<file path="config.mk">
export PLATFORM = sky130hd
export DESIGN_NAME = cssr_top
export DESIGN_NICKNAME = d
export VERILOG_FILES = /design/src/cssr_pkg.sv /design/src/cssr_token_lfsr.sv /design/src/cssr_duration_cmp.sv /design/src/cssr_top.sv
export VERILOG_INCLUDE_DIRS = /design/src
export SDC_FILE = /design/constraint.sdc
export NUM_CORES = 2
export LEC_CHECK = 0
export BUFFER_PORTS_ARGS = -buffer_cell sky130_fd_sc_hd__buf_2
export CAP_MARGIN = 0
export CORE_ASPECT_RATIO = 0.9
export CORE_MARGIN = 3
export CORE_UTILIZATION = 31
export CTS_CLUSTER_SIZE = 16
export DETAILED_ROUTE_END_ITERATION = 7
export SYNTH_ARGS = -nofsm -noshare
export SYNTH_HDL_FRONTEND = slang
export SYNTH_SLANG_ARGS = --single-unit
export TNS_END_PERCENT = 20
</file>
<file path="constraint.sdc">
create_clock -name clk_sys -period 9.55 [get_ports clk_sys]
set_clock_uncertainty 0.05 [all_clocks]
set_input_delay 0.955 -clock clk_sys [delete_from_list [all_inputs] [get_ports clk_sys]]
set_output_delay 0.955 -clock clk_sys [all_outputs]
set_load 0.01 [all_outputs]
</file>
<file path="src/cssr_defs.svh">
`ifndef CSSR_DEFS_SVH
`define CSSR_DEFS_SVH

// Status words
`define CSSR_SW_OK 16'h9000
`define CSSR_SW_CONFLICT 16'h6985
`define CSSR_SW_TOKEN_BAD 16'h6982
`define CSSR_SW_MIN_TOO_LONG 16'h9864
`define CSSR_SW_BAD_PARAM 16'h6A00
`define CSSR_SW_NONE 16'h0000

// Parameter byte fields
`define CSSR_P1_OP_BIT 0
`define CSSR_P1_RESERVED_MASK 8'hFE
`define CSSR_P2_ZERO 8'h00
`define CSSR_SUSP_LC 8'h04
`define CSSR_SUSP_LE 8'h0A
`define CSSR_RES_LC 8'h08
`define CSSR_RSP_LEN_NONE 8'h00
`define CSSR_SELECT_P1_BY_NAME 8'h04

// Duration time units
`define CSSR_UNIT_SEC 8'h00
`define CSSR_UNIT_MIN 8'h01
`define CSSR_UNIT_HOUR 8'h02
`define CSSR_UNIT_DAY 8'h03
`define CSSR_UNIT_DAY10 8'h04

// Seconds per unit
`define CSSR_MULT_SEC 28'h0000001
`define CSSR_MULT_MIN 28'h000003C
`define CSSR_MULT_HOUR 28'h0000E10
`define CSSR_MULT_DAY 28'h0015180
`define CSSR_MULT_DAY10 28'h00D2F00

// Instruction codes, arbitrary defaults
`define CSSR_INS_SUSPEND 8'h01
`define CSSR_INS_SELECT 8'h02
`define CSSR_INS_READ_BINARY 8'h03
`define CSSR_INS_READ_RECORD 8'h04
`define CSSR_INS_TERM_CAP 8'h05

`define CSSR_LFSR_SEED 64'h0123456789ABCDEF
`define CSSR_STATE_W 128
`define CSSR_SECS_W 28

`endif

</file>
<file path="src/cssr_pkg.sv">
`include "cssr_defs.svh"

package cssr_pkg;

    typedef enum logic [1:0] {
        CSSR_IDLE,
        CSSR_DECODE,
        CSSR_NVM_WAIT,
        CSSR_RESPOND
    } cssr_fsm_type;

    typedef logic [`CSSR_SECS_W-1:0] cssr_secs_type;

    function automatic logic cssr_unit_ok(input logic [15:0] dur);
        cssr_unit_ok = (dur[15:8] <= `CSSR_UNIT_DAY10);
    endfunction

    // Unknown units map to zero; callers reject them in term_min and term_max, not in card_max
    function automatic cssr_secs_type cssr_to_secs(input logic [15:0] dur);
        cssr_secs_type mult;
        cssr_secs_type count;
        mult = '0;
        count = {20'h00000, dur[7:0]};
        case (dur[15:8])
            `CSSR_UNIT_SEC: mult = `CSSR_MULT_SEC;
            `CSSR_UNIT_MIN: mult = `CSSR_MULT_MIN;
            `CSSR_UNIT_HOUR: mult = `CSSR_MULT_HOUR;
            `CSSR_UNIT_DAY: mult = `CSSR_MULT_DAY;
            `CSSR_UNIT_DAY10: mult = `CSSR_MULT_DAY10;
            default: mult = '0;
        endcase
        cssr_to_secs = cssr_secs_type'(count * mult);
    endfunction

endpackage

</file>
<file path="src/cssr_token_lfsr.sv">
`timescale 1ns/100ps
`include "cssr_defs.svh"

module cssr_token_lfsr
    import cssr_pkg::*;
(
    input wire logic clk_sys,
    input wire logic sys_rst,
    input wire logic entropy_in,
    output logic [63:0] token
);

    logic [63:0] lfsr_q;
    logic [63:0] lfsr_d;
    wire feedback = lfsr_q[63] ^ lfsr_q[62] ^ lfsr_q[60] ^ lfsr_q[59];

    // Entropy stirred in each cycle so tokens differ across power cycles
    assign lfsr_d = {lfsr_q[62:0], feedback ^ entropy_in};
    assign token = lfsr_q;

    always_ff @(posedge clk_sys) begin
        if (sys_rst) begin
            lfsr_q <= `CSSR_LFSR_SEED;
        end else begin
            lfsr_q <= lfsr_d;
        end
    end

endmodule

</file>
<file path="src/cssr_duration_cmp.sv">
`timescale 1ns/100ps
`include "cssr_defs.svh"

module cssr_duration_cmp
    import cssr_pkg::*;
(
    input wire logic [15:0] term_min,
    input wire logic [15:0] term_max,
    input wire logic [15:0] card_max,
    output logic unit_bad,
    output logic min_too_long,
    output logic [15:0] agreed
);

    wire cssr_secs_type min_s = cssr_to_secs(term_min);
    wire cssr_secs_type max_s = cssr_to_secs(term_max);
    wire cssr_secs_type card_s = cssr_to_secs(card_max);

    assign unit_bad = !cssr_unit_ok(term_min) || !cssr_unit_ok(term_max);
    assign min_too_long = (min_s > card_s);
    // Inverted window from the terminal falls back to its minimum
    assign agreed = (max_s < min_s) ? term_min :
                    (max_s <= card_s) ? term_max : card_max;

endmodule

</file>
<file path="src/cssr_top.sv">
// Function
// - Lowest bit of first parameter picks suspend or resume; upper bits reserved zero.
// - Accepted suspend saves the whole session state to non-volatile storage.
// - Suspend refused with conflict status on proactive, bearer or secure channel.
// - Card may refuse suspend with the conflict status for internal reasons.
// - Proposed minimum time beyond card limit refuses suspend with 9864.
// - Successful suspend stores a random eight-byte token with the saved state.
// - Reported maximum time lies between the proposed minimum and maximum.
// - Successful suspend never answers with the pending proactive status.
// - Suspend has zero parameter bytes, four data bytes, ten response bytes.
// - Suspend response holds agreed maximum time then the eight token bytes.
// - Durations are a unit byte then a count byte.
// - Any resume command erases the saved state, success or not.
// - Only four command kinds may precede resume; their state is discarded.
// - Any other command erases the saved state and keeps current state.
// - Resume without valid saved state is refused with 6985.
// - Token mismatch returns 6982; match restores state and returns 9000.
// - Resume has first parameter 01, second zero, eight token bytes, no response.
`timescale 1ns/100ps
`include "cssr_defs.svh"

module cssr_top
    import cssr_pkg::*;
#(
    parameter logic [7:0] INS_SUSPEND = `CSSR_INS_SUSPEND,
    parameter logic [7:0] INS_SELECT = `CSSR_INS_SELECT,
    parameter logic [7:0] INS_READ_BINARY = `CSSR_INS_READ_BINARY,
    parameter logic [7:0] INS_READ_RECORD = `CSSR_INS_READ_RECORD,
    parameter logic [7:0] INS_TERM_CAP = `CSSR_INS_TERM_CAP
)
(
    input wire logic clk_sys,
    input wire logic sys_rst,
    input wire logic cmd_valid,
    output logic cmd_ready,
    input wire logic [7:0] cmd_ins,
    input wire logic [7:0] cmd_p1,
    input wire logic [7:0] cmd_p2,
    input wire logic [7:0] cmd_lc,
    input wire logic cmd_le_present,
    input wire logic [7:0] cmd_le,
    input wire logic [63:0] cmd_data,
    input wire logic proactive_active,
    input wire logic bearer_independent_channel_open,
    input wire logic secure_channel_active,
    input wire logic internal_refuse,
    input wire logic [15:0] card_max_duration,
    input wire logic entropy_in,
    input wire logic [`CSSR_STATE_W-1:0] session_state,
    input wire logic nvm_wr_done,
    output logic nvm_wr_req,
    output logic nvm_erase,
    output logic saved_valid,
    output logic restore_valid,
    output logic [`CSSR_STATE_W-1:0] restore_state,
    output logic rsp_valid,
    input wire logic rsp_ready,
    output logic rsp_handled,
    output logic [15:0] rsp_sw,
    output logic [7:0] rsp_len,
    output logic [79:0] rsp_data
);

    cssr_fsm_type state_q;
    cssr_fsm_type state_d;

    logic cmd_ready_q;
    logic [7:0] ins_q;
    logic [7:0] p1_q;
    logic [7:0] p2_q;
    logic [7:0] lc_q;
    logic le_present_q;
    logic [7:0] le_q;
    logic [63:0] data_q;

    logic [`CSSR_STATE_W-1:0] saved_state_q;
    logic [63:0] saved_token_q;
    logic saved_valid_q;
    logic nvm_wr_req_q;
    logic nvm_erase_q;
    logic restore_valid_q;
    logic [`CSSR_STATE_W-1:0] restore_state_q;

    logic rsp_valid_q;
    logic rsp_handled_q;
    logic [15:0] rsp_sw_q;
    logic [7:0] rsp_len_q;
    logic [79:0] rsp_data_q;

    logic [63:0] fresh_token;
    logic unit_bad;
    logic min_too_long;
    logic [15:0] agreed_max;

    cssr_token_lfsr u_token (
        .clk_sys(clk_sys),
        .sys_rst(sys_rst),
        .entropy_in(entropy_in),
        .token(fresh_token)
    );

    cssr_duration_cmp u_duration (
        .term_min(data_q[63:48]),
        .term_max(data_q[47:32]),
        .card_max(card_max_duration),
        .unit_bad(unit_bad),
        .min_too_long(min_too_long),
        .agreed(agreed_max)
    );

    // Phase decode
    wire in_idle = (state_q == CSSR_IDLE);
    wire in_decode = (state_q == CSSR_DECODE);
    wire in_nvm_wait = (state_q == CSSR_NVM_WAIT);
    wire in_respond = (state_q == CSSR_RESPOND);
    wire cmd_take = in_idle && cmd_valid && cmd_ready_q;
    wire rsp_done = in_respond && rsp_valid_q && rsp_ready;

    // Command decode
    wire ins_is_ours = (ins_q == INS_SUSPEND);
    wire op_resume = p1_q[`CSSR_P1_OP_BIT];
    wire p1_reserved_bad = ((p1_q & `CSSR_P1_RESERVED_MASK) != 8'h00);
    wire is_suspend = ins_is_ours && !op_resume;
    wire is_resume = ins_is_ours && op_resume;

    wire susp_format_ok = (p2_q == `CSSR_P2_ZERO)
                          && (lc_q == `CSSR_SUSP_LC)
                          && le_present_q
                          && (le_q == `CSSR_SUSP_LE);
    wire res_format_ok = (p2_q == `CSSR_P2_ZERO)
                         && (lc_q == `CSSR_RES_LC)
                         && !le_present_q;

    wire susp_param_bad = p1_reserved_bad || !susp_format_ok || unit_bad;
    wire res_param_bad = p1_reserved_bad || !res_format_ok;

    // Live sessions and open channels cannot be carried across a power-down
    wire conflict_session = proactive_active;
    wire conflict_bearer = bearer_independent_channel_open;
    wire conflict_secure = secure_channel_active;
    // Free hook: the card may refuse for reasons of its own
    wire conflict_internal = internal_refuse;
    wire susp_conflict = conflict_session || conflict_bearer
                         || conflict_secure || conflict_internal;

    // Malformed commands are checked before conflicts and limits
    wire [15:0] susp_sw = susp_param_bad ? `CSSR_SW_BAD_PARAM :
                          susp_conflict ? `CSSR_SW_CONFLICT :
                          min_too_long ? `CSSR_SW_MIN_TOO_LONG :
                          `CSSR_SW_OK;
    wire susp_go = is_suspend && (susp_sw == `CSSR_SW_OK);

    // Full-width compare, so no partial token ever restores
    wire token_match = (data_q == saved_token_q);
    wire [15:0] res_sw = res_param_bad ? `CSSR_SW_BAD_PARAM :
                         !saved_valid_q ? `CSSR_SW_CONFLICT :
                         token_match ? `CSSR_SW_OK : `CSSR_SW_TOKEN_BAD;
    wire res_restore = is_resume && (res_sw == `CSSR_SW_OK);

    // Commands that may come before a resume without losing it
    wire permitted_cmd = ((ins_q == INS_SELECT) && (p1_q != `CSSR_SELECT_P1_BY_NAME))
                         || (ins_q == INS_READ_BINARY)
                         || (ins_q == INS_READ_RECORD)
                         || (ins_q == INS_TERM_CAP);
    // A suspend lies outside the permitted set too, so even a refused one
    // drops an image that is still waiting to be resumed
    wire foreign_erase = !is_resume && !permitted_cmd;

    wire erase_now = in_decode && saved_valid_q && (is_resume || foreign_erase);
    wire save_load = in_decode && susp_go;
    wire save_commit = in_nvm_wait && nvm_wr_done;
    wire restore_now = in_decode && res_restore;
    // Request stands until storage confirms, so a slow write is never cut
    wire wr_hold = nvm_wr_req_q && !nvm_wr_done;

    // Answer assembly
    wire [15:0] decode_sw = is_suspend ? susp_sw :
                            is_resume ? res_sw : `CSSR_SW_NONE;
    wire [7:0] decode_len = susp_go ? `CSSR_SUSP_LE : `CSSR_RSP_LEN_NONE;
    wire [79:0] decode_data = susp_go ? {agreed_max, fresh_token} : 80'h0;
    // A good suspend answers only after storage confirms the write
    wire rsp_launch = (in_decode && !susp_go) || save_commit;

    // State sequencing
    always_comb begin
        state_d = state_q;
        unique case (state_q)
            CSSR_IDLE: begin
                if (cmd_take) begin
                    state_d = CSSR_DECODE;
                end
            end
            CSSR_DECODE: begin
                state_d = susp_go ? CSSR_NVM_WAIT : CSSR_RESPOND;
            end
            // Unbounded: storage that never answers stalls the card
            CSSR_NVM_WAIT: begin
                if (nvm_wr_done) begin
                    state_d = CSSR_RESPOND;
                end
            end
            CSSR_RESPOND: begin
                if (rsp_ready) begin
                    state_d = CSSR_IDLE;
                end
            end
        endcase
    end

    always_ff @(posedge clk_sys) begin
        if (sys_rst) begin
            state_q <= CSSR_IDLE;
        end else begin
            state_q <= state_d;
        end
    end

    // Ready drops on take and returns only once the answer is gone
    always_ff @(posedge clk_sys) begin
        if (sys_rst) begin
            cmd_ready_q <= 1'b0;
        end else if (cmd_take) begin
            cmd_ready_q <= 1'b0;
        end else if (in_idle || rsp_done) begin
            cmd_ready_q <= 1'b1;
        end
    end

    // Header captured once per take; decode reads only these copies
    always_ff @(posedge clk_sys) begin
        if (sys_rst) begin
            ins_q <= 8'h00;
            p1_q <= 8'h00;
            p2_q <= 8'h00;
            lc_q <= 8'h00;
            le_present_q <= 1'b0;
            le_q <= 8'h00;
            data_q <= 64'h0;
        end else if (cmd_take) begin
            ins_q <= cmd_ins;
            p1_q <= cmd_p1;
            p2_q <= cmd_p2;
            lc_q <= cmd_lc;
            le_present_q <= cmd_le_present;
            le_q <= cmd_le;
            data_q <= cmd_data;
        end
    end

    // Saved image; token drawn in the same cycle as the state
    always_ff @(posedge clk_sys) begin
        if (sys_rst) begin
            saved_state_q <= '0;
            saved_token_q <= 64'h0;
        end else if (save_load) begin
            saved_state_q <= session_state;
            saved_token_q <= fresh_token;
        end
    end

    // Valid only once storage confirms, so a lost write is never resumed
    always_ff @(posedge clk_sys) begin
        if (sys_rst) begin
            saved_valid_q <= 1'b0;
        end else if (save_commit) begin
            saved_valid_q <= 1'b1;
        end else if (erase_now || save_load) begin
            saved_valid_q <= 1'b0;
        end
    end

    always_ff @(posedge clk_sys) begin
        if (sys_rst) begin
            nvm_wr_req_q <= 1'b0;
            nvm_erase_q <= 1'b0;
        end else begin
            nvm_wr_req_q <= save_load || wr_hold;
            nvm_erase_q <= erase_now;
        end
    end

    // Restore overrides any state left by the permitted commands
    always_ff @(posedge clk_sys) begin
        if (sys_rst) begin
            restore_valid_q <= 1'b0;
            restore_state_q <= '0;
        end else begin
            restore_valid_q <= restore_now;
            if (restore_now) begin
                restore_state_q <= saved_state_q;
            end
        end
    end

    // One answer per take, held until the terminal accepts it
    always_ff @(posedge clk_sys) begin
        if (sys_rst) begin
            rsp_valid_q <= 1'b0;
        end else if (rsp_launch) begin
            rsp_valid_q <= 1'b1;
        end else if (rsp_done) begin
            rsp_valid_q <= 1'b0;
        end
    end

    // Fields load in decode even for a good suspend and wait behind the write
    always_ff @(posedge clk_sys) begin
        if (sys_rst) begin
            rsp_handled_q <= 1'b0;
            rsp_sw_q <= `CSSR_SW_NONE;
            rsp_len_q <= `CSSR_RSP_LEN_NONE;
            rsp_data_q <= 80'h0;
        end else if (in_decode) begin
            rsp_handled_q <= ins_is_ours;
            rsp_sw_q <= decode_sw;
            rsp_len_q <= decode_len;
            rsp_data_q <= decode_data;
        end
    end

    // Command side
    assign cmd_ready = cmd_ready_q;

    // Storage side
    assign nvm_wr_req = nvm_wr_req_q;
    assign nvm_erase = nvm_erase_q;
    assign saved_valid = saved_valid_q;
    assign restore_valid = restore_valid_q;
    assign restore_state = restore_state_q;

    // Response side
    assign rsp_valid = rsp_valid_q;
    assign rsp_handled = rsp_handled_q;
    assign rsp_sw = rsp_sw_q;
    assign rsp_len = rsp_len_q;
    assign rsp_data = rsp_data_q;

endmodule

</file>
==> run summary <==
The headroom to the max-slew limit came out at 28.2%. TritonCTS built the clock tree. The number of unique standard cell types used by synthesis is 77. The most used flip-flop cell after synthesis is sky130_fd_sc_hd__dfxtp_1. The horizontal extent of the die came out at 361 um.

The total clock buffers created by CTS came out at 68. The fraction of the yosys area taken by sequential cells is 33.6%. The worst-skew pair later-pin latency came out at 0.64 ns. For the pin with the worst max-slew slack, the measured transition is 1.08 ns. The setup check on the worst reg-to-reg path leaves a slack of 0.58 ns. The critical path starts at data_q[59]$_SDFFE_PP0P_. The routed design uses 49200 um of met2 wire. The worst flop-to-flop path endpoint is saved_state_q[87]$_SDFFE_PP0P_.

The pin count of the biggest net entering global routing came out at 130. The gate count of the mapped netlist is 4134. After global routing the overflow that remains totals 0. The per-instance average area after synthesis is 8.48 sq um. The final critical-path setup slack came out at 0.579 ns. The post-detailed-route DRC marker count is 0. After clock tree synthesis, the clock-pin slew on the worst setup and hold paths is 0.06 ns.

CTS placed an instance of sky130_fd_sc_hd__clkbuf_16 at the clock tree root. The number of top-level pins is 498. The number of setup violations in the final report is 0.

The power spent charging and discharging nets is 0.00263 W. The initial antenna violation count is 35. The most critical setup path has its endpoint at saved_state_q[87]$_SDFFE_PP0P_. The total half-perimeter wirelength after legalization and detailed placement came out at 87800 um. The met3 layer wire length in the routed design came out at 8310 um. The mapped netlist covers 35100 sq um.

The average routed wire per standard cell is 18.4 um. The remaining antenna violation count is 0. The worst hold slack across all endpoints is 0.392 ns.

The standby leakage power came out at 19.7 nW. The worst-path cell with the longest stage delay is sky130_fd_sc_hd__fa_1. In this run the deepest clock path goes through 3 buffers.

The critical path's largest stage delay is 0.52 ns. STA classifies the critical path endpoint as a flip-flop. The flow ran to the end, and the final reports show no timing, DRC or antenna violations. The pre-antenna-repair detailed-routing pass consisted of 7 iterations. The combinational fraction of design power is 28.7%.

The via count of the first global-routing pass came out at 28.5k. The share of cells above drive strength 1 came out at 16.4%. VDD sags by at most 148 uV.

The number of maximum-capacitance constraint violations is 0. The count of flip-flops with a built-in enable after synthesis came out at 0. In this run the vertical extent of the chip is 325 um. The global placer's final weighted congestion came out at 0.903. The count of input and output buffers came out at 488. The minimum clock period is 8.97 ns.

The maximum clock rate came out at 111 MHz. The core footprint is 112000 sq um. The length of routed wiring on met1 came out at 52300 um. The initial standard-cell utilization of the core is 31.4%.

The internal power of the cells totals 0.00494 W. The worst path uses 93.9% of the clock period. The proportion of total power due to net switching came out at 34.7%. The area enclosed by the die boundary came out at 117000 sq um. The worst slack at placement came out at -0.0490 ns.

After detailed routing, no signal wire sits above met5. Dividing total power by cell area gives a power density of 182 nW/um^2. For the worst setup path, the data arrival time is 9.47 ns. Setup repair after global routing left no endpoint under its margin. Along the worst path, the maximum fanout reaches 86. The final hold violation count came out at 0. The worst reg-to-reg path cell count is 34. In this run, the clock network consumes 35.6% of the power.

The wire length reported by the detailed router is 113000 um. The kind of start point of the critical path is a flip-flop. Of the total power, registers draw 35.7%. The synthesis warning total came out at 0. The critical path in this run is classified as reg -> reg. After the last flow step, the layout net total stands at 5347. The proportion of register bits with asynchronous set or reset after synthesis is 0%. The wire length of the first global-routing pass came out at 173000 um. The number of vias after detailed routing is 29.2k. The flop and latch count out of synthesis came out at 588.

The required time reported for the critical path endpoint came out at 10.05 ns. The via density per instance came out at 4.78. The number of DRC markers after the initial detailed-route iteration is 1866. The min-delay analysis places its worst path in the category reg -> reg. The clock sink count came out at 588. The worst register-to-register path begins at data_q[59]$_SDFFE_PP0P_. Global routing used 18.8% of the available tracks.

From synthesis to final layout, the design area changed by 18.8%. In this run the core area contains 116 standard-cell rows. The final max-slew violation count is 0. The H-tree was split into 3 levels.
## logic make-up after synthesis
| group | share of synthesized area [%] |
|---|---|
| AO/OA/AOI/OAI | 13.7 |
| adder cells (fa/ha/maj) | 23.5 |
| buffers and inverters | 7.32 |
| other | 0.0107 |
| flip-flops | 33.6 |
| AND/OR/NAND/NOR | 18.0 |
| XOR/XNOR | 3.80 |
| multiplexers | 0.0892 |
## placed cells by master (no fill, tap or decap), types with 15 or more instances in the layout
master                      instances
sky130_fd_sc_hd__nand4_1           24
sky130_fd_sc_hd__buf_2            487
sky130_fd_sc_hd__a21oi_1          514
sky130_fd_sc_hd__fa_1             226
sky130_fd_sc_hd__clkbuf_16         68
sky130_fd_sc_hd__buf_4             76
sky130_fd_sc_hd__nor2_1            69
sky130_fd_sc_hd__and2_1            85
sky130_fd_sc_hd__o31ai_1           15
sky130_fd_sc_hd__or2_2             44
sky130_fd_sc_hd__and3_1            15
sky130_fd_sc_hd__a21o_1            38
sky130_fd_sc_hd__clkbuf_1          19
sky130_fd_sc_hd__o211ai_1          18
sky130_fd_sc_hd__nor3_1            21
sky130_fd_sc_hd__a22o_1            66
sky130_fd_sc_hd__dfxtp_1          588
sky130_fd_sc_hd__nand2_1          979
sky130_fd_sc_hd__ha_1             296
sky130_fd_sc_hd__inv_1            426
sky130_fd_sc_hd__nor2b_1           47
sky130_fd_sc_hd__nand3_1           18
sky130_fd_sc_hd__nor4_1            28
sky130_fd_sc_hd__nand2b_1          33
sky130_fd_sc_hd__diode_2           17
sky130_fd_sc_hd__o21ai_0           51
sky130_fd_sc_hd__xnor2_1           43
sky130_fd_sc_hd__xor2_1            99
## power by group through the flow
stage          logic (W)  clock network (W)  registers (W)
2_1_floorplan    0.00130                  0        0.00267
3_3_place_gp     0.00211                  0        0.00275
3_5_place_dp     0.00214                  0        0.00275
4_1_cts          0.00215            0.00275        0.00270
5_1_grt          0.00239            0.00285        0.00271
6_report         0.00218            0.00269        0.00270
## cell usage after synthesis (all sizes together), types with 23 or more instances
| master | instances | area share, % |
|---|---|---|
| a21o | 38 | 0.81 |
| a21oi | 514 | 7.3 |
| a22o | 66 | 1.6 |
| and2 | 86 | 1.5 |
| buf | 64 | 1.1 |
| clkbuf | 156 | 1.7 |
| dfxtp | 588 | 34 |
| fa | 226 | 13 |
| ha | 296 | 11 |
| inv | 426 | 4.6 |
| nand2 | 979 | 10 |
| nand2b | 33 | 0.59 |
| nand4 | 24 | 0.43 |
| nor2 | 72 | 0.78 |
| nor2b | 47 | 0.84 |
| nor3 | 23 | 0.34 |
| nor4 | 31 | 0.64 |
| o21ai | 65 | 0.95 |
| or2 | 45 | 0.80 |
| xnor2 | 46 | 1.2 |
| xor2 | 99 | 2.5 |
## stage by stage
stage / power [W] / utilization [%] / std cells / setup TNS, ns / instance area [sq um]
after CTS: 0.00760 / 37.2 / 6093 / 0 / 41600
after floorplan: 0.00397 / - / 4142 / 0 / 35100
after global routing: 0.00795 / 37.3 / 6105 / 0 / 41600
after detailed placement: 0.00490 / 35.1 / 5970 / -0.299 / 39200
after global placement: 0.00487 / 35.1 / 5969 / -7.25 / 39200
final: 0.00757 / 37.3 / 6111 / 0 / 41700
## metal layers
layer / up-vias / track usage (%)
met4: 18 / 5.44
li1: 14300 / -
met5: - / 0
met1: 13800 / 26.1
met2: 821 / 28.8
met3: 161 / 4.73
## worst min-delay path by stage
stage | startpoint | to | slack (ns) | cells past startpoint
after floorplan | ins_q[6]$_SDFFE_PP0P_ | ins_q[6]$_SDFFE_PP0P_ | 0.38 | 2
after global placement | restore_state[110]$_SDFFE_PP0P_ | restore_state[110]$_SDFFE_PP0P_ | 0.39 | 2
after detailed placement | rsp_data[75]$_SDFFE_PP0P_ | rsp_data[75]$_SDFFE_PP0P_ | 0.39 | 2
after CTS | saved_state_q[73]$_SDFFE_PP0P_ | restore_state[73]$_SDFFE_PP0P_ | 0.39 | 2
after global routing | restore_state[84]$_SDFFE_PP0P_ | restore_state[84]$_SDFFE_PP0P_ | 0.41 | 2
final | rsp_data[75]$_SDFFE_PP0P_ | rsp_data[75]$_SDFFE_PP0P_ | 0.39 | 2
## registers in the layout, summed over array words and instances (netlist names), 2 cells and up
signal and flops:
p1_q 8, state_q 2, p2_q 8, le_q 8
rsp_sw 9, lc_q 8, data_q 64, saved_state_q 128
restore_state 128, rsp_data 80, u_token.token 64, saved_token_q 64
ins_q 8
## layout make-up
class,instances,area [sq um]
Clock buffer,98,1920
Fill cell,11500,70100
Tap cell,1475,1850
Timing Repair Buffer,574,3220
Inverter,426,1600
Clock inverter,25,404
Multi-Input combinational cell,2908,20800
Antenna cell,17,42.5
Sequential cell,588,11800
## critical path, delay by kind of cell, from the launching register on
| family | cells | cell delay (ns) |
|---|---|---|
| xor gates and xnor gates | 1 | 0.15 |
| and+or+nand+nor | 12 | 2.81 |
| AOI/OAI and AO/OA | 12 | 2.39 |
| DFF | 1 | 0.34 |
| adders and majority gates | 6 | 2.52 |
| buffers and inverters | 3 | 0.49 |
## what timing repair did
| action | 4_1_cts | 5_1_grt |
|---|---|---|
| hold buffers | 0 | 0 |
| buffers inserted | 0 | 1 |
| gates resized for setup | 0 | 7 |
| setup endpoints to repair | 0 | 83 |
No activity file was read; power rests on OpenSTA's default activity.
